## config.mk

```make
export PLATFORM = sky130hd
export DESIGN_NAME = dtp_top
export DESIGN_NICKNAME = d
export VERILOG_FILES = /design/src/hw/dtp_pkg.sv /design/src/hw/dtp_wave.sv /design/src/hw/dtp_top.sv
export VERILOG_INCLUDE_DIRS = /design/src /design/src/hw
export SDC_FILE = /design/constraint.sdc
export NUM_CORES = 1
export LEC_CHECK = 0
export BUFFER_PORTS_ARGS = -buffer_cell sky130_fd_sc_hd__buf_4
export CORE_UTILIZATION = 29
export CTS_CLUSTER_DIAMETER = 40
export DETAILED_ROUTE_END_ITERATION = 16
export GPL_TIMING_DRIVEN = 1
export MAX_ROUTING_LAYER = met4
export PLACE_DENSITY = 0.62
export SLEW_MARGIN = 40
export SYNTH_ARGS = -nofsm -noshare
export SYNTH_HDL_FRONTEND = slang
export SYNTH_SLANG_ARGS = --single-unit
```

## constraint.sdc

```tcl
create_clock -name clk_sys -period 1.9 [get_ports clk_sys]
set_input_delay 0.19 -clock clk_sys [delete_from_list [all_inputs] [get_ports clk_sys]]
set_output_delay 0.19 -clock clk_sys [all_outputs]
set_load 0.03 [all_outputs]
```

## src/hw/dtp_defines.svh

```systemverilog
// constants of the duty/tone port output block: offsets, fields, resets
// assumes a 32-bit classic wishbone slave with word-aligned registers
`ifndef DTP_DEFINES_SVH
`define DTP_DEFINES_SVH

// ----------------------------------------
// register byte offsets
// ----------------------------------------
`define DTP_OFF_CTRL  32'h0000_0000
`define DTP_OFF_PDATA 32'h0000_0004
`define DTP_OFF_SYS   32'h0000_0008
`define DTP_OFF_FCNT  32'h0000_000C
`define DTP_OFF_STAT  32'h0000_0010

// ----------------------------------------
// field positions
// ----------------------------------------
`define DTP_CTRL_SEL   0
`define DTP_CTRL_MLO   1
`define DTP_CTRL_MHI   2
`define DTP_CTRL_LATCH 3
`define DTP_SYS_STOP   0
`define DTP_SYS_CE     1
`define DTP_SYS_HALT   2
`define DTP_STAT_PIN   0
`define DTP_STAT_FREQ  1
`define DTP_STAT_CNT   8
`define DTP_TONE_BIT   5

// ----------------------------------------
// reset values
// ----------------------------------------
`define DTP_RST_MODE  2'h0
`define DTP_RST_LATCH 1'h0
`define DTP_RST_PDATA 6'h00
`define DTP_RST_CNT   6'h00

`endif

```

## src/hw/dtp_pkg.sv

```systemverilog
// types of the duty/tone port output block
// assumes dtp_defines.svh is reachable on the include path
package dtp_pkg;

  // ----------------------------------------
  // counter owner
  // ----------------------------------------
  typedef enum logic {
    DTP_OWN_PULSE,
    DTP_OWN_FREQ
  } dtp_owner_e;

  // ----------------------------------------
  // whole state of the top module
  // ----------------------------------------
  typedef struct packed {
    logic        ack;
    logic [31:0] dat;
    logic        sel_flag;
    logic [1:0]  mode;
    logic        latch;
    logic        ce_hold;
    logic        halt;
    logic [5:0]  pdata;
    logic [5:0]  cnt;
    logic        tone;
    logic        freq_q;
    logic        pin;
  } dtp_state_s;

endpackage

```

## src/hw/dtp_wave.sv

```systemverilog
// compare stage turning the shared counter into wave levels
// assumes the caller owns the counter and the tone flip-flop
`timescale 1ns/100ps
module dtp_wave
  import dtp_pkg::*;
(
  input  wire logic [5:0] cnt,
  input  wire logic [4:0] param,
  output logic            duty_level,
  output logic            tone_hit
);

  // ----------------------------------------
  // compare
  // ----------------------------------------
  // duty high while counter below twice the parameter
  always_comb begin
    duty_level = (cnt < {param, 1'b0});
    tone_hit   = (cnt >= {1'b0, param});
  end

endmodule

```

## src/hw/dtp_top.sv

```systemverilog
// duty/tone port output with shared 6-bit counter and wishbone registers
// assumes classic wishbone master on clk_sys, freq_in synchronous to clk_sys
`timescale 1ns/100ps
`include "dtp_defines.svh"
module dtp_top
  import dtp_pkg::*;
(
  input  wire logic        clk_sys,
  input  wire logic        rst_n,
  input  wire logic        wb_cyc_i,
  input  wire logic        wb_stb_i,
  input  wire logic        wb_we_i,
  input  wire logic [31:0] wb_adr_i,
  input  wire logic [3:0]  wb_sel_i,
  input  wire logic [31:0] wb_dat_i,
  output logic      [31:0] wb_dat_o,
  output logic             wb_ack_o,
  input  wire logic        freq_in,
  output logic             pin_out
);

  // ----------------------------------------
  // state and decode
  // ----------------------------------------
  dtp_state_s q;
  dtp_state_s next_q;
  logic       req;
  logic       wr;
  logic       rd;
  logic       duty_level;
  logic       tone_hit;
  logic       wave_level;
  logic       pulse_on;
  dtp_owner_e owner;

  // address match on a word offset
  function automatic logic hit(input logic [31:0] adr, input logic [31:0] off);
    hit = (adr[31:2] == off[31:2]);
  endfunction

  assign req      = wb_cyc_i & wb_stb_i & ~q.ack;
  assign wr       = req & wb_we_i & wb_sel_i[0];
  assign rd       = req & ~wb_we_i;
  assign pulse_on = (q.mode == 2'h0);
  assign owner    = pulse_on ? DTP_OWN_PULSE : DTP_OWN_FREQ;

  // ----------------------------------------
  // wave compare
  // ----------------------------------------
  dtp_wave u_wave (
    .cnt        (q.cnt),
    .param      (q.pdata[4:0]),
    .duty_level (duty_level),
    .tone_hit   (tone_hit)
  );

  // function bit picks tone or duty
  assign wave_level = q.pdata[`DTP_TONE_BIT] ? q.tone : duty_level;

  // ----------------------------------------
  // next state
  // ----------------------------------------
  always_comb begin
    next_q     = q;
    next_q.ack = req;
    next_q.dat = 32'h0000_0000;

    // register reads, unmapped offsets read zero
    if (rd) begin
      if (hit(wb_adr_i, `DTP_OFF_CTRL)) begin
        next_q.dat[`DTP_CTRL_SEL]   = q.sel_flag;
        next_q.dat[`DTP_CTRL_MLO]   = q.mode[0];
        next_q.dat[`DTP_CTRL_MHI]   = q.mode[1];
        next_q.dat[`DTP_CTRL_LATCH] = q.latch;
      end else if (hit(wb_adr_i, `DTP_OFF_PDATA)) begin
        next_q.dat[7:5] = q.pdata[5:3];
        next_q.dat[3:1] = q.pdata[2:0];
      end else if (hit(wb_adr_i, `DTP_OFF_SYS)) begin
        next_q.dat[`DTP_SYS_CE]   = q.ce_hold;
        next_q.dat[`DTP_SYS_HALT] = q.halt;
      end else if (hit(wb_adr_i, `DTP_OFF_FCNT)) begin
        // no count while pulse owns counter
        if (!pulse_on) begin
          next_q.dat[5:0] = q.cnt;
        end
      end else if (hit(wb_adr_i, `DTP_OFF_STAT)) begin
        next_q.dat[`DTP_STAT_PIN]           = q.pin;
        next_q.dat[`DTP_STAT_FREQ]          = (owner == DTP_OWN_FREQ);
        next_q.dat[`DTP_STAT_CNT +: 6]      = q.cnt;
      end
    end

    // register writes; count register writes fall through untouched
    if (wr) begin
      if (hit(wb_adr_i, `DTP_OFF_CTRL)) begin
        next_q.sel_flag = wb_dat_i[`DTP_CTRL_SEL];
        next_q.mode     = {wb_dat_i[`DTP_CTRL_MHI], wb_dat_i[`DTP_CTRL_MLO]};
        next_q.latch    = wb_dat_i[`DTP_CTRL_LATCH];
      end else if (hit(wb_adr_i, `DTP_OFF_PDATA)) begin
        next_q.pdata = {wb_dat_i[7:5], wb_dat_i[3:1]};
      end else if (hit(wb_adr_i, `DTP_OFF_SYS)) begin
        next_q.ce_hold = wb_dat_i[`DTP_SYS_CE];
        next_q.halt    = wb_dat_i[`DTP_SYS_HALT];
        // clock stop clears select, data kept
        if (wb_dat_i[`DTP_SYS_STOP]) begin
          next_q.sel_flag = 1'b0;
        end
      end
    end

    // shared counter, free running in duty mode, restarted on a hit in tone mode
    next_q.freq_q = freq_in;
    if (pulse_on) begin
      if (q.pdata[`DTP_TONE_BIT] && tone_hit) begin
        next_q.cnt  = `DTP_RST_CNT;
        next_q.tone = ~q.tone;
      end else begin
        next_q.cnt = q.cnt + 6'h01;
      end
    end else begin
      if (freq_in && !q.freq_q) begin
        next_q.cnt = q.cnt + 6'h01;
      end
    end

    // pin source
    if (q.halt || q.ce_hold) begin
      // hold during ce reset and halt
      next_q.pin = q.pin;
    end else if (!q.sel_flag) begin
      next_q.pin = q.latch;
    end else if (pulse_on) begin
      // wave starts at once on clear
      next_q.pin = wave_level;
    end else begin
      next_q.pin = q.pin;
    end
  end

  // ----------------------------------------
  // registers
  // ----------------------------------------
  // power-on clears select and latch
  always_ff @(posedge clk_sys) begin
    if (!rst_n) begin
      q          <= '0;
      q.mode     <= `DTP_RST_MODE;
      q.latch    <= `DTP_RST_LATCH;
      q.pdata    <= `DTP_RST_PDATA;
      q.cnt      <= `DTP_RST_CNT;
    end else begin
      q <= next_q;
    end
  end

  assign wb_dat_o = q.dat;
  assign wb_ack_o = q.ack;
  assign pin_out  = q.pin;
endmodule

```

==> impl_metrics.ini <==
[synth]
ys_ff_latch = 36
async_flop_share_pct = 0
syn_area_um2 = 2080
syn_area_per_cell_um2 = 8.96
synth_edf_count = 0
synth_cell_types = 50
synth_cells = 232
synthFlopType = dfxtp_1
synth_warnings = 0
ys_seq_area_share_pct = 34.7

[finish]
final_util_pct = 40.0
n_antenna_cell = 0
final_cell_mix = 75 x buf_4, 36 x dfxtp_1, 18 x nor2_1, 18 x conb_1, 14 x nand2_1
multi_input_area_um2 = 1130
fin_nets = 380
syn2layout_area_growth_pct = 32.2
drive_above_1_share_pct = 33.0
fillers = 702
ff_latch_area_um2 = 721
final_common_cell = buf_4

[timing]
period_share_pct = 88.3
period_needed_ps = 1680
max_freq_mhz = 596
setup_viol = 0
setup_slack_ps = 222
hold_slack_ps = 105
finClkSkew_ps = 2.67
rsz0062_at_grt = false
finalMaxSlewViolations = 0
final_hold_viol_count = 0

[critical_path]
crit_buf_inv = 1
worstReg2RegStart = q[12]
rr_worst_depth = 7
slowest_delay_ps = 390
path_cells = inv_1 > ha_1 > and2_1 > o311ai_1 > o21a_1 > nand2_1 > a21oi_1
path_class = reg -> reg
endpoint_kind = register
arrival_ps = 1910
timing.rr.end = q[8]
r2r_slack_ps = 220
slowest_stage = dfxtp_1
startpoint_type = register
required_ps = 2130
path_max_fanout = 5
path_delay_family = compound AO/OA/AOI/OAI gates

[hold_path]
hp-class = in -> reg
whs_path_depth = 2
min_to = q[1]
hold_start = freq_in

[pwr]
p_leak_nw = 1.20
total_power_mw = 1.90
powerDensity_nw_per_um2 = 692
peakVddDrop_mv = 0.364

[route]
drt_iter0_drc = 83
viasPerCell = 4.45
post_drt_wl_per_cell_um = 11.9
drc = 0
vias = 1748
first_pass_iters = 4
postRouteAntennaNets = 0
drt_wl_total_um = 4670

[cts]
cts_max_level = 2
ctsRootBufferMaster = clkbuf_8
cts.clk_slew.worst_paths_ps = 70
cts_tree = yes
clockBufferDepth = 2
insertion_delay_ps = 290
cts_num_sinks = 36
numCtsBuffers = 5

[grt]
grt_pass1_vias = 1589
grt.overflow.total = 0
grt_usage_pct = 13.2
grt_max_degree = 22
antenna_found_initial = 0
grt_pass1_wl_um = 7360

[run_status]
outcome = completed

[die]
die_w_um = 86.7
pin_count = 108
die_h_um = 86.7
start_util_pct = 30.3
core-area_um2 = 6870
num_rows = 30
dieArea_um2 = 7510

[placement]
port_buffers = 59
dp_hpwl_um = 3710
gp_congestion = 0.773
dp_worst_setup_slack_ps = -15.0

[job]
drv_cap = 0
==> worst reg2reg max path, stage by stage (launching register included) <==
cell and delay [ps]:
dfxtp_1 390, inv_1 100, ha_1 180, and2_1 150, o311ai_1 280, o21a_1 230, nand2_1 140, a21oi_1 140
==> area by class of cell <==
| cell class | instances | area share, % |
|---|---|---|
| multi-input cells | 168 | 41.2 |
| flip-flops and latches | 36 | 26.2 |
| well taps | 96 | 4.37 |
| clock inverters | 3 | 3.28 |
| inverters | 9 | 1.23 |
| repair buffers | 76 | 21.2 |
| clock buffers | 5 | 2.50 |
==> Yosys cell counts, types with 2 or more instances <==
| master | number | share of area, % |
|---|---|---|
| dfxtp_1 | 36 | 35 |
| buf_4 | 32 | 12 |
| nor2_1 | 18 | 3.2 |
| nand2_1 | 14 | 2.5 |
| nor2b_1 | 12 | 3.6 |
| mux2i_1 | 11 | 5.3 |
| and2_1 | 10 | 3.0 |
| ha_1 | 10 | 6.0 |
| inv_1 | 9 | 1.6 |
| o21ai_0 | 7 | 1.7 |
| a21oi_1 | 6 | 1.4 |
| and3_1 | 5 | 1.5 |
| nand4_1 | 4 | 1.2 |
| nor3_1 | 4 | 0.96 |
| nor4_1 | 4 | 1.2 |
| nor3_4 | 3 | 2.3 |
| xor2_1 | 3 | 1.3 |
| a22oi_1 | 2 | 0.72 |
| a32o_1 | 2 | 0.96 |
| a32oi_1 | 2 | 0.84 |
| and4_1 | 2 | 0.84 |
| clkbuf_1 | 2 | 0.36 |
| nand2b_1 | 2 | 0.60 |
| nand3_1 | 2 | 0.48 |
| o22ai_1 | 2 | 0.60 |
| o311ai_0 | 2 | 0.84 |
| or4_4 | 2 | 1.1 |
| xnor2_1 | 2 | 0.84 |
==> power by group <==
| part | internal [mW] | leakage, nW | switching [mW] |
|---|---|---|---|
| clock network | 0.657 | 0.0784 | 0.284 |
| logic | 0.0876 | 0.830 | 0.107 |
| registers | 0.761 | 0.291 | 0.00551 |
==> worst max path at each step <==
stage	start	to	slack, ps	cells past startpoint
after floorplan	wb_adr_i[11]	q[20]	180	6
after global placement	wb_adr_i[11]	wb_dat_o[5]	-10	7
after CTS	q[13]	q[8]	130	7
final	q[12]	q[8]	220	7
after global routing	q[13]	q[3]	70	7
after detailed placement	wb_adr_i[11]	wb_dat_o[5]	-10	7
==> cell families (layout without fill, tap and decap cells) <==
group	count (synthesis)	in the layout	synth area share (%)
and+or+nand+nor	93	93	27.6
buffers and inverters	45	93	14.0
DFF	36	36	34.7
AOI/OAI and AO/OA	31	31	10.2
muxes	11	11	5.30
adders and majority gates	10	10	6.02
xor gates and xnor gates	5	5	2.11
other	1	18	0.180
==> sequential cells by signal, summed over array words and instances (netlist names) <==
| signal | flops |
|---|---|
| wb_ack_o | 1 |
| pin_out | 1 |
| q | 20 |
| wb_dat_o | 14 |
==> metal layers <==
layer  track usage [%]  wire, um  vias to the layer above
li1                  -         -                      891
met5                 -         0                        -
met4              6.36        84                        0
met1              16.6      2070                      783
met3              2.57       290                        7
met2              20.1      2220                       67
==> repair_timing <==
item / CTS / global route
buffers inserted: 0 / 0
setup endpoints to repair: 0 / 2
hold buffers: 0 / 0
resized for setup: 0 / 1
==> through the flow <==
stage	TNS, ps	cells	area [um^2]
2_1_floorplan	0	249	2140
3_3_place_gp	-11.2	385	2590
3_5_place_dp	-22.7	385	2590
4_1_cts	0	393	2750
5_1_grt	0	393	2750
6_report	0	393	2750
Power figures use the tool's default switching activity.
